### config.mk
export PLATFORM = sky130hd
export DESIGN_NAME = iew_event_unit
export DESIGN_NICKNAME = d
export VERILOG_FILES = /design/src/iew_pkg.sv /design/src/iew_edge_detect.sv /design/src/iew_event_unit.sv
export SDC_FILE = /design/constraint.sdc
export NUM_CORES = 1
export LEC_CHECK = 0
export BUFFER_PORTS_ARGS = -buffer_cell sky130_fd_sc_hd__buf_4
export CORE_MARGIN = 10
export CORE_UTILIZATION = 44
export DETAILED_ROUTE_END_ITERATION = 8
export GPL_ROUTABILITY_DRIVEN = 0
export HOLD_SLACK_MARGIN = 0.1
export PLACE_DENSITY = 0.86
export SETUP_SLACK_MARGIN = 0.15
export SLEW_MARGIN = 20
export SYNTH_ARGS = -nofsm -noshare
export SYNTH_HDL_FRONTEND = slang
export SYNTH_HIERARCHICAL = 1
export SYNTH_SLANG_ARGS = --single-unit
### constraint.sdc
create_clock -name CLK -period 1.7 [get_ports CLK]
set_input_delay 0.17 -clock CLK [delete_from_list [all_inputs] [get_ports CLK]]
set_output_delay 0.17 -clock CLK [all_outputs]
set_load 0.01 [all_outputs]
### src/iew_pkg.sv
// package: register map, field positions and reset values of the event and unlock unit
package iew_pkg;
	// ----------------------------------------
	// register offsets (page zero data space)
	// ----------------------------------------
	localparam logic [15:0] SFR_FIRST          = 16'h00E0;
	localparam logic [15:0] SFR_LAST           = 16'h00FF;
	localparam logic [15:0] OFF_CLOCK_MANAGER  = 16'h00E0;
	localparam logic [15:0] OFF_IRQ_ENABLE     = 16'h00E2;
	localparam logic [15:0] OFF_EVENT          = 16'h00E3;
	localparam logic [15:0] OFF_OSC_TRIM       = 16'h00EF;
	localparam logic [15:0] OFF_UNLOCK_KEY     = 16'h00F9;
	// ----------------------------------------
	// vectors
	// ----------------------------------------
	localparam logic [15:0] VEC_IRQ            = 16'hFFFE;
	localparam logic [15:0] VEC_RESET          = 16'hFFFC;
	// ----------------------------------------
	// field positions
	// ----------------------------------------
	localparam int BIT_PORT_ZERO  = 0;
	localparam int BIT_CPU_IDIS   = 2;
	localparam int BIT_TIMER      = 3;
	localparam int BIT_DIVIDER    = 4;
	localparam int BIT_WATCHDOG   = 5;
	localparam int BIT_LOW_VOLT   = 6;
	localparam int BIT_OSC_FREEZE = 0;
	// ----------------------------------------
	// values
	// ----------------------------------------
	localparam logic [7:0] UNLOCK_PATTERN   = 8'hA6;
	localparam logic [7:0] ENABLE_RESET     = 8'h00;
	localparam logic [7:0] ENABLE_MASK      = 8'h19;
	localparam logic [7:0] TRIM_RESET       = 8'h00;
	localparam logic [3:0] PORT_DIR_RESET   = 4'h0;
	localparam logic [7:0] PORT_ZERO_IDLE   = 8'hFF;
endpackage

### src/iew_edge_detect.sv
// module: registered falling edge finder for the port zero pins in input mode
module iew_edge_detect (
	input  wire logic       clk,
	input  wire logic       rst,
	input  wire logic [7:0] pins,
	input  wire logic [7:0] input_mode,
	output logic            fell
);
	typedef struct packed {
		logic [7:0] prev;
		logic       fell;
	} iew_edge_state_t;

	iew_edge_state_t state_reg;
	iew_edge_state_t state_next;

	always_comb begin
		state_next      = state_reg;
		state_next.prev = pins;
		// output pins are masked so a driven level never looks like an edge
		state_next.fell = |(state_reg.prev & ~pins & input_mode);
	end

	always_ff @(posedge clk) begin
		if (rst) begin
			state_reg.prev <= iew_pkg::PORT_ZERO_IDLE;
			state_reg.fell <= 1'b0;
		end else begin
			state_reg <= state_next;
		end
	end

	assign fell = state_reg.fell;
endmodule

### src/iew_event_unit.sv
// module: interrupt event flags, enable mask and write-unlock guard of the microcontroller
//
// Contract
// - three maskable sources: port zero edge, timer underflow, divider carry, each enabled
// - maskable requests use the shared vector; resets use the reset vector pair
// - a source requests only while its enable and its flag are both one
// - enable register write-only, divider bit 4, timer bit 3, port bit 0, reset zero
// - port zero flag set by falling edge on an input-mode pin, sticky
// - divider flag set on each carry-out, sticky until software clears
// - timer flag set on underflow, sticky until software clears
// - watchdog flag set on time-out; its clear also clears the watchdog counter
// - low-voltage flag bit 6 is read-only and follows the detector
// - reading the event address returns the flags; flags are not writable
// - writing the event address clears each flag whose bit is written zero, except the low-voltage flag and, while locked, the watchdog flag
// - watchdog clear bit honoured only while unlocked
// - key pattern must precede watchdog clear, freeze or trim changes
// - unlock self-clears after the next firmware write
// - special registers at E0 to FF, whole-byte accesses only
// - cpu interrupt-disable bit masks all maskable requests at IRQ_TAKEN_REQ; MASKABLE_REQUEST_LINE stays unmasked
module iew_event_unit (
	input  wire logic        CLK,
	input  wire logic        SYS_RST,
	input  wire logic [15:0] ADDR,
	input  wire logic [7:0]  WDATA,
	input  wire logic        WR_EN,
	input  wire logic        RD_EN,
	input  wire logic        BIT_OP,
	output logic      [7:0]  RDATA,
	output logic             RDATA_VALID,
	input  wire logic [7:0]  PORT_ZERO_PINS,
	input  wire logic [3:0]  PORT_ZERO_DIR,
	input  wire logic        TIMER_UNDERFLOW,
	input  wire logic        DIVIDER_CARRY,
	input  wire logic        WATCHDOG_TIMEOUT,
	input  wire logic        LOW_VOLTAGE_IN,
	input  wire logic [7:0]  CPU_STATUS,
	output logic             MASKABLE_REQUEST_LINE,
	output logic             IRQ_TAKEN_REQ,
	output logic      [15:0] IRQ_VECTOR,
	output logic      [15:0] RESET_VECTOR,
	output logic             WATCHDOG_COUNTER_CLEAR,
	output logic             OSCILLATOR_FREEZE_BIT,
	output logic      [7:0]  OSCILLATOR_TRIM_REG,
	output logic             UNLOCK_ACTIVE
);
	// ----------------------------------------
	// state
	// ----------------------------------------
	typedef struct packed {
		logic [7:0]  irq_enable_mask;
		logic        port_zero_event;
		logic        timer_event;
		logic        divider_event;
		logic        watchdog_event;
		logic        low_voltage_flag;
		logic        unlocked;
		logic        osc_freeze;
		logic [7:0]  osc_trim;
		logic [7:0]  rdata;
		logic        rdata_valid;
		logic        request;
		logic        taken;
		logic        wdt_clear;
		logic [15:0] irq_vector;
		logic [15:0] reset_vector;
	} iew_state_t;

	iew_state_t state_reg;
	iew_state_t state_next;

	logic [7:0] input_mode;
	logic       port_fell;

	// ----------------------------------------
	// helpers
	// ----------------------------------------
	function automatic logic sfr_hit(input logic [15:0] a, input logic [15:0] off,
			input logic bitop);
		// bit-manipulation cycles never reach the special registers
		sfr_hit = (a == off) && !bitop;
	endfunction

	function automatic logic next_flag(input logic cur, input logic set,
			input logic clr);
		next_flag = set | (cur & ~clr);
	endfunction

	// port pins 0..3 are input only; 4..7 follow the direction bits
	assign input_mode = {~PORT_ZERO_DIR, 4'hF};

	iew_edge_detect u_edge (
		.clk        (CLK),
		.rst        (SYS_RST),
		.pins       (PORT_ZERO_PINS),
		.input_mode (input_mode),
		.fell       (port_fell)
	);

	// ----------------------------------------
	// next state
	// ----------------------------------------
	always_comb begin
		logic       in_sfr;
		logic       wr_enable;
		logic       wr_event;
		logic       wr_key;
		logic       wr_trim;
		logic       wr_clock;
		logic       rd_event;
		logic       clr_port;
		logic       clr_timer;
		logic       clr_div;
		logic       clr_wdt;
		logic [2:0] pending;

		in_sfr    = (ADDR >= iew_pkg::SFR_FIRST) && (ADDR <= iew_pkg::SFR_LAST);
		wr_enable = WR_EN && sfr_hit(ADDR, iew_pkg::OFF_IRQ_ENABLE, BIT_OP);
		wr_event  = WR_EN && sfr_hit(ADDR, iew_pkg::OFF_EVENT, BIT_OP);
		wr_key    = WR_EN && sfr_hit(ADDR, iew_pkg::OFF_UNLOCK_KEY, BIT_OP);
		wr_trim   = WR_EN && sfr_hit(ADDR, iew_pkg::OFF_OSC_TRIM, BIT_OP);
		wr_clock  = WR_EN && sfr_hit(ADDR, iew_pkg::OFF_CLOCK_MANAGER, BIT_OP);
		rd_event  = RD_EN && sfr_hit(ADDR, iew_pkg::OFF_EVENT, BIT_OP);

		state_next = state_reg;

		if (wr_enable) begin
			state_next.irq_enable_mask = WDATA & iew_pkg::ENABLE_MASK;
		end

		// a zero written to a bit clears that flag; the watchdog flag only while unlocked
		clr_port  = wr_event && !WDATA[iew_pkg::BIT_PORT_ZERO];
		clr_timer = wr_event && !WDATA[iew_pkg::BIT_TIMER];
		clr_div   = wr_event && !WDATA[iew_pkg::BIT_DIVIDER];
		clr_wdt   = wr_event && !WDATA[iew_pkg::BIT_WATCHDOG] && state_reg.unlocked;

		state_next.port_zero_event = next_flag(state_reg.port_zero_event, port_fell,
			clr_port);
		state_next.timer_event     = next_flag(state_reg.timer_event, TIMER_UNDERFLOW,
			clr_timer);
		state_next.divider_event   = next_flag(state_reg.divider_event, DIVIDER_CARRY,
			clr_div);
		state_next.watchdog_event  = next_flag(state_reg.watchdog_event, WATCHDOG_TIMEOUT,
			clr_wdt);
		state_next.wdt_clear       = clr_wdt;
		state_next.low_voltage_flag = LOW_VOLTAGE_IN;
		// vectors are held in flops so every output leaves a register
		state_next.irq_vector      = iew_pkg::VEC_IRQ;
		state_next.reset_vector    = iew_pkg::VEC_RESET;

		// protected targets change only while the key is armed
		if (wr_trim && state_reg.unlocked) begin
			state_next.osc_trim = WDATA;
		end
		if (wr_clock && state_reg.unlocked) begin
			state_next.osc_freeze = WDATA[iew_pkg::BIT_OSC_FREEZE];
		end

		// the key covers exactly one following write of any kind
		if (wr_key) begin
			state_next.unlocked = (WDATA == iew_pkg::UNLOCK_PATTERN);
		end else if (WR_EN) begin
			state_next.unlocked = 1'b0;
		end

		state_next.rdata_valid = RD_EN;
		if (rd_event) begin
			state_next.rdata = {1'b0, state_reg.low_voltage_flag, state_reg.watchdog_event,
				state_reg.divider_event, state_reg.timer_event, 2'b00,
				state_reg.port_zero_event};
		end else begin
			// other registers of the window are write-only and read as zero
			state_next.rdata = 8'h00;
		end
		if (!in_sfr) begin
			state_next.rdata_valid = 1'b0;
		end

		pending = {state_next.divider_event & state_next.irq_enable_mask[iew_pkg::BIT_DIVIDER],
			state_next.timer_event & state_next.irq_enable_mask[iew_pkg::BIT_TIMER],
			state_next.port_zero_event
				& state_next.irq_enable_mask[iew_pkg::BIT_PORT_ZERO]};
		state_next.request = |pending;
		state_next.taken   = (|pending) && !CPU_STATUS[iew_pkg::BIT_CPU_IDIS];
	end

	// ----------------------------------------
	// registers
	// ----------------------------------------
	always_ff @(posedge CLK) begin
		if (SYS_RST) begin
			state_reg                  <= '0;
			state_reg.irq_enable_mask  <= iew_pkg::ENABLE_RESET;
			state_reg.osc_trim         <= iew_pkg::TRIM_RESET;
			state_reg.irq_vector       <= iew_pkg::VEC_IRQ;
			state_reg.reset_vector     <= iew_pkg::VEC_RESET;
		end else begin
			state_reg <= state_next;
		end
	end

	// ----------------------------------------
	// outputs
	// ----------------------------------------
	assign RDATA                  = state_reg.rdata;
	assign RDATA_VALID            = state_reg.rdata_valid;
	assign MASKABLE_REQUEST_LINE  = state_reg.request;
	assign IRQ_TAKEN_REQ          = state_reg.taken;
	assign IRQ_VECTOR             = state_reg.irq_vector;
	assign RESET_VECTOR           = state_reg.reset_vector;
	assign WATCHDOG_COUNTER_CLEAR = state_reg.wdt_clear;
	assign OSCILLATOR_FREEZE_BIT  = state_reg.osc_freeze;
	assign OSCILLATOR_TRIM_REG    = state_reg.osc_trim;
	assign UNLOCK_ACTIVE          = state_reg.unlocked;
endmodule

==> impl_summary.log, run 1 <==
INFO  metric synth.ff_latch_count = 36
INFO  metric final_critical_path_required_period = roughly 1.3 ns
INFO  metric wire_per_inst = 14.3 um
INFO  metric grt_util_all_layers = 0.121
INFO  metric outcome = completed
INFO  metric hpwlAfterDp = 3690 um
INFO  metric power_density = between 700 and 800 mW/mm2
INFO  metric cts_tree = yes
INFO  metric synth.yosys.warnings = 6
INFO  metric static_leakage = ~0.0011 uW
INFO  metric post-synth-top-area-cell = dfxtp_1
INFO  metric floorplan.initialDensity = 0.458
INFO  metric timing.hold.worst.start = LOW_VOLTAGE_IN
INFO  metric power_frac_comb = 0.128
INFO  metric main_synth_ff_type = dfxtp_1
INFO  metric setup-violations-final = 0
INFO  metric cts_made_buffers = 5
INFO  metric grt_first_pass_wirelength = 7250 um
INFO  metric detail_route.drc_violations = 0
INFO  metric cts_htree_levels = 2
INFO  metric critical_path.reg2reg.endpoint = OSCILLATOR_TRIM_REG[6]
INFO  metric yosys.area_share.xor_xnor = 0
INFO  metric clock_tree.buffer_depth = 2
INFO  metric postSynthAreaPerCell = just over 9 um2
INFO  metric placement.cell_area = ~0.0022 mm2
INFO  metric global_route.overflow_total = 0
INFO  metric critical_path_peak_fanout = 8
INFO  metric clock-skew-final = ~0.0044 ns
INFO  metric layout.core_utilization = 0.582
INFO  metric min_period_over_period = 0.742
INFO  metric design.core.area = 0.00406 mm2
INFO  metric ant_nets = 0
INFO  metric clkPwrFrac = 0.393
INFO  metric setup.reg_to_reg.worst_slack = about 0.45 ns
INFO  metric mappedNetlistArea = ~0.0019 mm2
INFO  metric final_max_slew_viol_count = 0
INFO  metric die_width = between 80 and 90 um
INFO  metric route.vias.total = approximately 1.5k
INFO  metric top_layer_reached_by_signal_wires = met4
INFO  metric commonest_cells_after_routing_fill_and_taps_aside = buf_4, conb_1, dfxtp_1
INFO  metric max_clock_freq = 793 MHz
INFO  metric clock-root-buffer = clkbuf_8
INFO  metric floorplan.die.height = approximately 85 um
INFO  metric worstPathRequired = between 1.5 and 2 ns
INFO  metric ir_worst_vdd = roughly 0.00035 V
INFO  metric internal-power = around 1400 uW
INFO  metric drt-initial-drc-count = 75
INFO  metric post_cts_resize_count = 0
INFO  metric ff_latch_area = 721 um2
INFO  metric grt_max_degree = 33
INFO  metric r2r-start = UNLOCK_ACTIVE
INFO  metric final_layout_size_suffix_gt1_frac = 0.320
INFO  metric worst_setup_path_start_kind = primary input
INFO  metric multi_input_comb_area = 853 um2
INFO  metric synth_enable_flop_cells = 0
INFO  metric worstRegToRegCells = 4
INFO  metric setup-tns-final = 0 ns
INFO  metric wl_met2 = 2290 um
INFO  metric antenna_diode_instance_count = 0
INFO  metric io_pins = about 110
INFO  metric timing.hold.worst_path_depth = 2
INFO  metric synth_top_family_by_area = simple AND/OR/NAND/NOR gates
INFO  metric layout_commonest_cell = buf_4
INFO  metric synth.distinct_cells = 37
INFO  metric fillerInstances = around 360
INFO  metric dieArea = 0.00723 mm2
INFO  metric yosys-top-cells-area = dfxtp_1, buf_4, mux2i_1
INFO  metric cp-end-kind = register
INFO  metric antenna_found_initial = 0
INFO  metric io_buffers = 64
INFO  metric min-delay-path-class = in2reg
INFO  metric vias_per_cell = 4.66
INFO  metric synth_mux_area_frac = 0.0646
INFO  metric ys_async_rst_share = 0
INFO  metric total_nets_final = approximately 320
INFO  metric syn2layout_area_growth = 27.1%
INFO  metric clk_transition_reported_paths = around 0.07 ns
INFO  metric compound_cell_area_share_of_the_yosys_netlist = 0.0760
INFO  metric maxCapViolations = 0
INFO  metric grt_setup_unrepaired = no
INFO  metric criticalPathCategory = in2reg
INFO  metric detailed_route_wire_length_on_metal_1 = about 1700 um
INFO  metric clock_latency = between 0.2 and 0.3 ns
INFO  metric hold_ws = 0.114 ns
INFO  metric synth-adder-area-share = 0
INFO  metric synth_top_area_frac = 0.388
INFO  metric yosys.area_share.simple = 0.240
INFO  metric postRouteWirelength = 4610 um
INFO  metric placement_rows = 23
INFO  metric critPathArrivalTime = approximately 1.4 ns
INFO  metric synth-seq-area-share = 0.388
INFO  metric first_global_vias = 1,589
INFO  metric hold_violations = 0
INFO  metric pre_repair_dr_iteration_count = 4
INFO  metric end_of_the_worst_hold_path = state_reg[54]
INFO  metric post_synth_inst_count = around 200
INFO  metric power.share.switching = 0.225
INFO  metric power.sequential.fraction = 0.479
INFO  metric p_sw = about 410 uW
INFO  metric cts_sinks = 36
INFO  metric finish.instance_area = ~0.0024 mm2
INFO  metric met3_length = 514 um
-- per-layer routing --
| metal | vias up | global-route usage |
|---|---|---|
| li1 | 734 | - |
| met5 | - | 0 |
| met4 | 0 | 0.0734 |
| met2 | 78 | 0.198 |
| met1 | 676 | 0.126 |
| met3 | 13 | 0.0526 |
-- layout make-up --
cell class	count	share of cell area
clock inverters	2	0.0148
well taps	50	0.0265
inverters	9	0.0143
multi-input cells	144	0.361
repair buffers	75	0.248
clock buffers	6	0.0307
flip-flops and latches	36	0.305
-- critical path, stage by stage --
cell,delay [ns]
buf_4,0.12
nor3b_1,0.29
and4_1,0.28
and3_4,0.30
mux2i_1,0.22
nor2_1,0.06
-- cells in the mapped netlist, drive strengths merged, types with 2 or more instances --
cell type  count
a311oi         3
mux2i         12
nand2          9
nor2          19
inv            9
and4           2
o22ai          4
o21ai          6
dfxtp         36
buf           50
and3           2
nor4b          3
nor3           4
nand2b         3
clkbuf         2
nand4          2
a21oi          7
and2           5
nand3          3
conb           2
or2            8
nor3b          4
-- power by group through the flow --
stage,logic [uW],clock network (uW),registers [uW]
detailed placement,211,0,892
global route,259,759,875
global placement,205,0,891
CTS,229,728,873
finish,234,717,873
floorplan,154,0,889
-- worst max path at each step --
stage	slack [ns]	cells past startpoint	from	endpoint
after global placement	0.16	6	ADDR[9]	OSCILLATOR_TRIM_REG[6]
final	0.44	6	ADDR[4]	OSCILLATOR_TRIM_REG[6]
after detailed placement	0.13	6	ADDR[9]	OSCILLATOR_TRIM_REG[6]
after CTS	0.43	6	ADDR[9]	OSCILLATOR_TRIM_REG[2]
after global routing	0.30	7	ADDR[9]	state_reg[57]
after floorplan	0.32	7	ADDR[9]	OSCILLATOR_TRIM_REG[0]
-- cell families (layout without fill, tap and decap cells) --
| group | after synthesis | after routing |
|---|---|---|
| AND/OR/NAND/NOR | 70 | 70 |
| buffers and inverters | 61 | 92 |
| flip-flops | 36 | 36 |
| AO/OA/AOI/OAI | 23 | 23 |
| multiplexers | 12 | 12 |
| other | 2 | 39 |
-- per-stage QoR --
step / instances / total power [uW] / setup WS [ns]
2_1_floorplan: 241 / 1040 / 0.322
3_3_place_gp: 305 / 1100 / 0.161
3_5_place_dp: 305 / 1100 / 0.134
4_1_cts: 322 / 1830 / 0.428
5_1_grt: 322 / 1890 / 0.304
6_report: 322 / 1820 / 0.439
-- what timing repair did --
| action | CTS | global route |
|---|---|---|
| setup buffers | 0 | 0 |
| hold endpoints to repair | 9 | 0 |
| hold buffers | 9 | 0 |
Power figures use the tool's default switching activity.
==> inputs of run 2 (changes only) <==
==> constraint.sdc (replaced) <==
create_clock -name CLK -period 1.2 [get_ports CLK]
set_input_delay 0.12 -clock CLK [delete_from_list [all_inputs] [get_ports CLK]]
set_output_delay 0.12 -clock CLK [all_outputs]
set_load 0.01 [all_outputs]
==> run 2 against run 1 <==
  * Die area unchanged
  * Worst hold slack got worse by 0.019 ns
  * Sequential share of layout area is 4.2 points lower
  * Design area rose by 16%
  * Critical path type unchanged
==> impl_summary.log, run 2 (synthesis results as in run 1) <==
INFO  metric min_period_over_period = 0.979
INFO  metric postRouteWirelength = 5850 um (was 4610 um)
INFO  metric layout_commonest_cell = buf_4 (unchanged)
INFO  metric cts_tree = yes (unchanged)
INFO  metric layout.core_utilization = 0.677 (was 0.582)
INFO  metric hold_ws = 0.0946 ns (was 0.114 ns)
INFO  metric design.core.area = 0.00406 mm2 (unchanged)
INFO  metric critical_path_peak_fanout = 4 (was 8)
INFO  metric max_clock_freq = 852 MHz
INFO  metric ant_nets = 0 (unchanged)
INFO  metric total_nets_final = 350 (was 324)
INFO  metric critPathArrivalTime = 1.37 ns (was 1.43 ns)
INFO  metric placement_rows = 23 (unchanged)
INFO  metric final_max_slew_viol_count = 0 (unchanged)
INFO  metric wire_per_inst = 16.8 um (was 14.3 um)
INFO  metric drt-initial-drc-count = 113 (was 75)
INFO  metric min-delay-path-class = in2reg (unchanged)
INFO  metric ir_worst_vdd = 0.000404 V (was 0.000349 V)
INFO  metric floorplan.initialDensity = 0.458 (unchanged)
INFO  metric vias_per_cell = 4.84 (was 4.66)
INFO  metric cp-end-kind = register (unchanged)
INFO  metric critical_path_buf_inv_count = 2 (was 1)
INFO  metric hold_violations = 0 (unchanged)
INFO  metric timing.hold.worst_path_depth = 2 (unchanged)
INFO  metric worstPathRequired = 1.40 ns (was 1.87 ns)
INFO  metric grt_util_all_layers = 0.143 (was 0.121)
INFO  metric grt_first_pass_wirelength = 8560 um (was 7250 um)
INFO  metric setup.reg_to_reg.worst_slack = 0.03 ns (was 0.45 ns)
INFO  metric grt_setup_unrepaired = yes (was no)
INFO  metric syn2layout_area_growth = 47.8% (was 27.1%)
INFO  metric cpMaxStageDelayCell = nor4_4 (was and3_4)
INFO  metric cp_slowest_stage_delay = 0.32 ns (was 0.30 ns)
INFO  metric end_of_the_worst_hold_path = state_reg[59] (was state_reg[54])
INFO  metric dieArea = 0.00723 mm2 (unchanged)
INFO  metric finish.instance_area = 0.00275 mm2 (was 0.00236 mm2)
INFO  metric cts_htree_levels = 2 (unchanged)
INFO  metric maxCapViolations = 0 (unchanged)
INFO  metric clock-skew-final = 0.00837 ns (was 0.00444 ns)
INFO  metric numPlacedInstances = 317 (was 305)
INFO  metric first_global_vias = 1,781 (was 1,589)
INFO  metric final_layout_size_suffix_gt1_frac = 0.409 (was 0.320)
INFO  metric global_route.overflow_total = 0 (unchanged)
INFO  metric antenna_diode_instance_count = 0 (unchanged)
INFO  metric timing.hold.worst.start = SYS_RST (was LOW_VOLTAGE_IN)
INFO  metric pre_repair_dr_iteration_count = 4 (unchanged)
INFO  metric clock-root-buffer = clkbuf_8 (unchanged)
INFO  metric outcome = completed (unchanged)
INFO  metric io_buffers = 64 (unchanged)
INFO  metric path_delay_family = simple AND/OR/NAND/NOR gates (unchanged)
INFO  metric antenna_found_initial = 0 (unchanged)
INFO  metric worst_setup_path_start_kind = primary input (unchanged)
INFO  metric clock_tree.buffer_depth = 2 (unchanged)
INFO  metric floorplan.die.height = 85.0 um (unchanged)
INFO  metric final_cell_count_no_fill = 348 (was 322)
INFO  metric final_critical_path_required_period = around 1.2 ns
INFO  metric design_power_total = 2740 uW (was 1820 uW)
INFO  metric hpwlAfterDp = 3880 um (was 3690 um)
INFO  metric r2r-start = UNLOCK_ACTIVE (unchanged)
INFO  metric io_pins = 107 (unchanged)
INFO  metric placement.cell_area = 0.00227 mm2 (was 0.00217 mm2)
INFO  metric cts_made_buffers = 5 (unchanged)
INFO  metric setup-violations-final = 0 (unchanged)
INFO  metric detail_route.drc_violations = 0 (unchanged)
INFO  metric die_width = 85.0 um (unchanged)
INFO  metric power_density = 998 mW/mm2 (was 772 mW/mm2)
INFO  metric route.vias.total = 1,683 (was 1,501)
INFO  metric clock_latency = 0.30 ns (was 0.28 ns)
INFO  metric commonest_cells_after_routing_fill_and_taps_aside = buf_4, conb_1, dfxtp_1 (unchanged)
INFO  metric criticalPathCategory = in2reg (unchanged)
INFO  metric clk_transition_reported_paths = 0.08 ns (was 0.07 ns)
INFO  metric worstRegToRegCells = 4 (unchanged)
INFO  metric static_leakage = 0.00128 uW (was 0.00110 uW)
INFO  metric grt_max_degree = 13 (was 33)
INFO  metric crit_path_cell_trace = buf_8, nor4_4, nand4_4, nor3_4, buf_6, mux2i_1, nor2_1 (was buf_4, nor3b_1, and4_1, and3_4, mux2i_1, nor2_1)
INFO  metric cts_sinks = 36 (unchanged)
INFO  metric critical_path.reg2reg.endpoint = OSCILLATOR_TRIM_REG[6] (unchanged)
-- run 2: metal layers --
| layer | vias to the layer above | part of all wire | GRT usage |
|---|---|---|---|
| met2 | 88 | 0.53 | 0.260 |
| met3 | 11 | 0.091 | 0.0554 |
| li1 | 787 | - | - |
| met4 | 0 | 0.020 | 0.0524 |
| met1 | 797 | 0.36 | 0.144 |
| met5 | - | 0 | 0 |
-- run 2: how the worst max path moves through the flow --
stage,start,endpoint,slack [ns],cells after the start
global route,ADDR[10],state_reg[62],-0.05,7
global placement,ADDR[4],OSCILLATOR_TRIM_REG[2],-0.26,6
floorplan,ADDR[9],OSCILLATOR_TRIM_REG[0],-0.10,7
CTS,UNLOCK_ACTIVE,OSCILLATOR_TRIM_REG[3],0.03,4
finish,ADDR[10],state_reg[62],0.03,7
detailed placement,ADDR[10],state_reg[62],-0.32,6
-- run 2: metrics by stage --
| stage | setup slack, ns | setup TNS, ns |
|---|---|---|
| 6_report | 0.0257 | 0 |
| 5_1_grt | -0.0470 | -0.150 |
| 4_1_cts | 0.0333 | 0 |
| 3_5_place_dp | -0.317 | -5.84 |
| 3_3_place_gp | -0.258 | -4.76 |
| 2_1_floorplan | -0.102 | -0.991 |
-- run 2: report_power, final --
group	internal (uW)	switching, uW
clock network	616	443
registers	1220	15.4
logic	228	215
total	2070	673
-- run 2: worst reg2reg max path: cells and delay by family (launching register included) --
family           cells  cell delay (ns)
and+or+nand+nor      3             0.51
DFF                  1             0.34
muxes                1             0.21
-- run 2: layout make-up --
class,instances,area (um2)
clock buffer,6,72.6
clock inverter,2,35.0
fill,293,1310
inverter,9,33.8
multi-input combinational,144,970
sequential,36,723
tap,50,62.6
timing repair buffer,101,851
-- run 2: what timing repair did --
item / CTS / global route
pin swaps: 10 / 10
hold buffers: 18 / 1
hold endpoints to repair: 22 / 1
buffers inserted: 2 / 2
resized for setup: 11 / 23
endpoints found under the setup margin: 24 / 25
==> inputs of run 3 (changes only) <==
--- a/config.mk
+++ b/config.mk
@@ -11,7 +11,7 @@
 export DETAILED_ROUTE_END_ITERATION = 8
 export GPL_ROUTABILITY_DRIVEN = 0
 export HOLD_SLACK_MARGIN = 0.1
-export PLACE_DENSITY = 0.86
+export PLACE_DENSITY_LB_ADDON = 0.05
 export SETUP_SLACK_MARGIN = 0.15
 export SLEW_MARGIN = 20
 export SYNTH_ARGS = -nofsm -noshare
==> run 3 against run 2 <==
  * Sequential cell count unchanged
  * Die area unchanged
  * Register-to-register slack worse by 0.02 ns
  * Clock power down 22%
  * Setup slack worse by 0.019 ns
  * Total power down 10%
  * Sequential share of layout area up 0.96 points
==> impl_summary.log, run 3 (synthesis results as in run 1) <==
INFO  metric hold_violations = 0 (unchanged)
INFO  metric final_layout_size_suffix_gt1_frac = 0.408 (was 0.409)
INFO  metric io_buffers = 64 (unchanged)
INFO  metric cts_made_buffers = 5 (unchanged)
INFO  metric drt-initial-drc-count = 62 (was 113)
INFO  metric route.vias.total = 1,519 (was 1,683)
INFO  metric placement_rows = 23 (unchanged)
INFO  metric grt_setup_unrepaired = yes (unchanged)
INFO  metric total_nets_final = 346 (was 350)
INFO  metric hpwlAfterDp = 3690 um (was 3880 um)
INFO  metric worst_setup_path_start_kind = register (was primary input)
INFO  metric die_width = 85.0 um (unchanged)
INFO  metric vias_per_cell = 4.42 (was 4.84)
INFO  metric pre_repair_dr_iteration_count = 3 (was 4)
INFO  metric syn2layout_area_growth = 42.3% (was 47.8%)
INFO  metric final_critical_path_required_period = 1.19 ns (was 1.17 ns)
INFO  metric critPathArrivalTime = 1.37 ns (about the same)
INFO  metric io_pins = 107 (unchanged)
INFO  metric ant_nets = 0 (unchanged)
INFO  metric place_ws = -0.262 ns (was -0.317 ns)
INFO  metric cpMaxStageDelayCell = dfxtp_2 (was nor4_4)
INFO  metric floorplan.die.height = 85.0 um (unchanged)
INFO  metric postRouteWirelength = 4660 um (was 5850 um)
INFO  metric placement.cell_area = 0.00227 mm2 (unchanged)
INFO  metric numPlacedInstances = 317 (unchanged)
INFO  metric hold_ws = 0.0911 ns (was 0.0946 ns)
INFO  metric setup-violations-final = 0 (unchanged)
INFO  metric design.core.area = 0.00406 mm2 (unchanged)
INFO  metric timing.hold.worst.start = WDATA[1] (was SYS_RST)
INFO  metric antenna_found_initial = 0 (unchanged)
INFO  metric cts_sinks = 36 (unchanged)
INFO  metric worstPathRequired = 1.37 ns (was 1.40 ns)
INFO  metric min-delay-path-class = in2reg (unchanged)
INFO  metric critical_path_peak_fanout = 8 (was 4)
INFO  metric layout_commonest_cell = buf_4 (unchanged)
INFO  metric first_global_vias = 1,607 (was 1,781)
INFO  metric criticalPathCategory = reg2reg (was in2reg)
INFO  metric dieArea = 0.00723 mm2 (unchanged)
INFO  metric setup.reg_to_reg.worst_slack = 0.007 ns (was 0.03 ns)
INFO  metric commonest_cells_after_routing_fill_and_taps_aside = buf_4, conb_1, dfxtp_1 (unchanged)
INFO  metric floorplan.initialDensity = 0.458 (unchanged)
INFO  metric worstRegToRegCells = 4 (unchanged)
INFO  metric wire_per_inst = 13.5 um (was 16.8 um)
INFO  metric detail_route.drc_violations = 0 (unchanged)
INFO  metric max_clock_freq = 838 MHz (was 852 MHz)
INFO  metric critical_path.reg2reg.endpoint = OSCILLATOR_TRIM_REG[5] (was OSCILLATOR_TRIM_REG[6])
INFO  metric finish.instance_area = 0.00265 mm2 (was 0.00275 mm2)
INFO  metric cts_htree_levels = 2 (unchanged)
INFO  metric outcome = completed (unchanged)
INFO  metric ir_worst_vdd = 0.000522 V (was 0.000404 V)
INFO  metric timing.hold.worst_path_depth = 3 (was 2)
INFO  metric maxCapViolations = 0 (unchanged)
INFO  metric clock-skew-final = 0.00278 ns (was 0.00837 ns)
INFO  metric clk_transition_reported_paths = 0.07 ns (was 0.08 ns)
INFO  metric power_density = 932 mW/mm2 (was 998 mW/mm2)
INFO  metric timing.final.ws_setup = 0.00650 ns (was 0.0257 ns)
INFO  metric final_max_slew_viol_count = 0 (unchanged)
INFO  metric final_cell_count_no_fill = 344 (was 348)
INFO  metric design_power_total = 2470 uW (was 2740 uW)
INFO  metric clock_latency = 0.29 ns (was 0.30 ns)
INFO  metric crit_path_cell_trace = and4_1, and3_4, mux2i_1, nor2_1 (was buf_8, nor4_4, nand4_4, nor3_4, buf_6, mux2i_1, nor2_1)
INFO  metric cp_slowest_stage_delay = 0.34 ns (was 0.32 ns)
INFO  metric static_leakage = 0.00125 uW (was 0.00128 uW)
INFO  metric cts_tree = yes (unchanged)
INFO  metric antenna_diode_instance_count = 0 (unchanged)
INFO  metric global_route.overflow_total = 0 (unchanged)
INFO  metric grt_max_degree = 19 (was 13)
INFO  metric grt_util_all_layers = 0.120 (was 0.143)
INFO  metric end_of_the_worst_hold_path = OSCILLATOR_TRIM_REG[1] (was state_reg[59])
INFO  metric min_period_over_period = 0.995 (was 0.979)
INFO  metric clock-root-buffer = clkbuf_8 (unchanged)
INFO  metric r2r-start = UNLOCK_ACTIVE (unchanged)
INFO  metric grt_first_pass_wirelength = 7260 um (was 8560 um)
INFO  metric clock_tree.buffer_depth = 2 (unchanged)
INFO  metric cp-end-kind = register (unchanged)
-- run 3: cell count changes in the layout (fill, tap and decap cells not counted), moves of 3 or more --
| cell | previous run | this run |
|---|---|---|
| a311oi_1 | 0 | 3 |
| and2_1 | 5 | 2 |
| and2_4 | 0 | 3 |
| buf_4 | 73 | 76 |
| buf_6 | 8 | 4 |
| dlygate4sd3_1 | 16 | 13 |
| o21ai_2 | 1 | 4 |
-- run 3: where the power goes --
group	leakage (uW)	total, uW	switching [uW]	internal [uW]
combinational	0.000906	399	188	211
sequential	0.000295	1240	12.9	1220
clock	0.0000479	831	427	404
total	0.00125	2470	628	1840
-- run 3: cell type report --
class                           instances  area, um2
Tap cell                               50       62.6
Multi-Input combinational cell        144        942
Timing Repair Buffer                   97        798
Clock inverter                          3       18.8
Sequential cell                        36        722
Inverter                                9       33.8
Fill cell                             346       1410
Clock buffer                            5       68.8
-- run 3: how the worst max path moves through the flow --
stage | startpoint | slack, ns | cells after the start | endpoint
after floorplan | ADDR[9] | -0.10 | 7 | OSCILLATOR_TRIM_REG[0]
after global placement | ADDR[10] | -0.24 | 6 | state_reg[59]
after detailed placement | ADDR[10] | -0.26 | 6 | state_reg[63]
after CTS | UNLOCK_ACTIVE | 0.02 | 4 | OSCILLATOR_TRIM_REG[5]
after global routing | UNLOCK_ACTIVE | -0.08 | 4 | OSCILLATOR_TRIM_REG[2]
final | UNLOCK_ACTIVE | 0.007 | 4 | OSCILLATOR_TRIM_REG[5]
-- run 3: per-stage QoR --
step / utilization / TNS (ns)
after global placement: 0.559 / -4.58
after floorplan: - / -0.991
after CTS: 0.635 / 0
after detailed placement: 0.559 / -4.76
final: 0.652 / 0
after global routing: 0.652 / -0.550
-- run 3: per-layer routing --
layer / wire length [um] / track usage / vias up
met4: 72 / 0.0494 / 0
met1: 1980 / 0.133 / 673
met3: 438 / 0.0545 / 6
li1: - / - / 778
met5: 0 / 0 / -
met2: 2170 / 0.196 / 62
-- run 3: repair_timing --
action | in CTS | in global routing
hold endpoints to repair | 16 | 0
setup buffers | 3 | 0
pin swaps | 7 | 12
setup endpoints to repair | 21 | 25
gates resized for setup | 10 | 18
hold buffers | 16 | 0
-- run 3: critical path, delay by kind of cell (launching register included) --
kind	cells	cell delay (ns)
flops	1	0.34
mux	1	0.21
simple gates	3	0.53
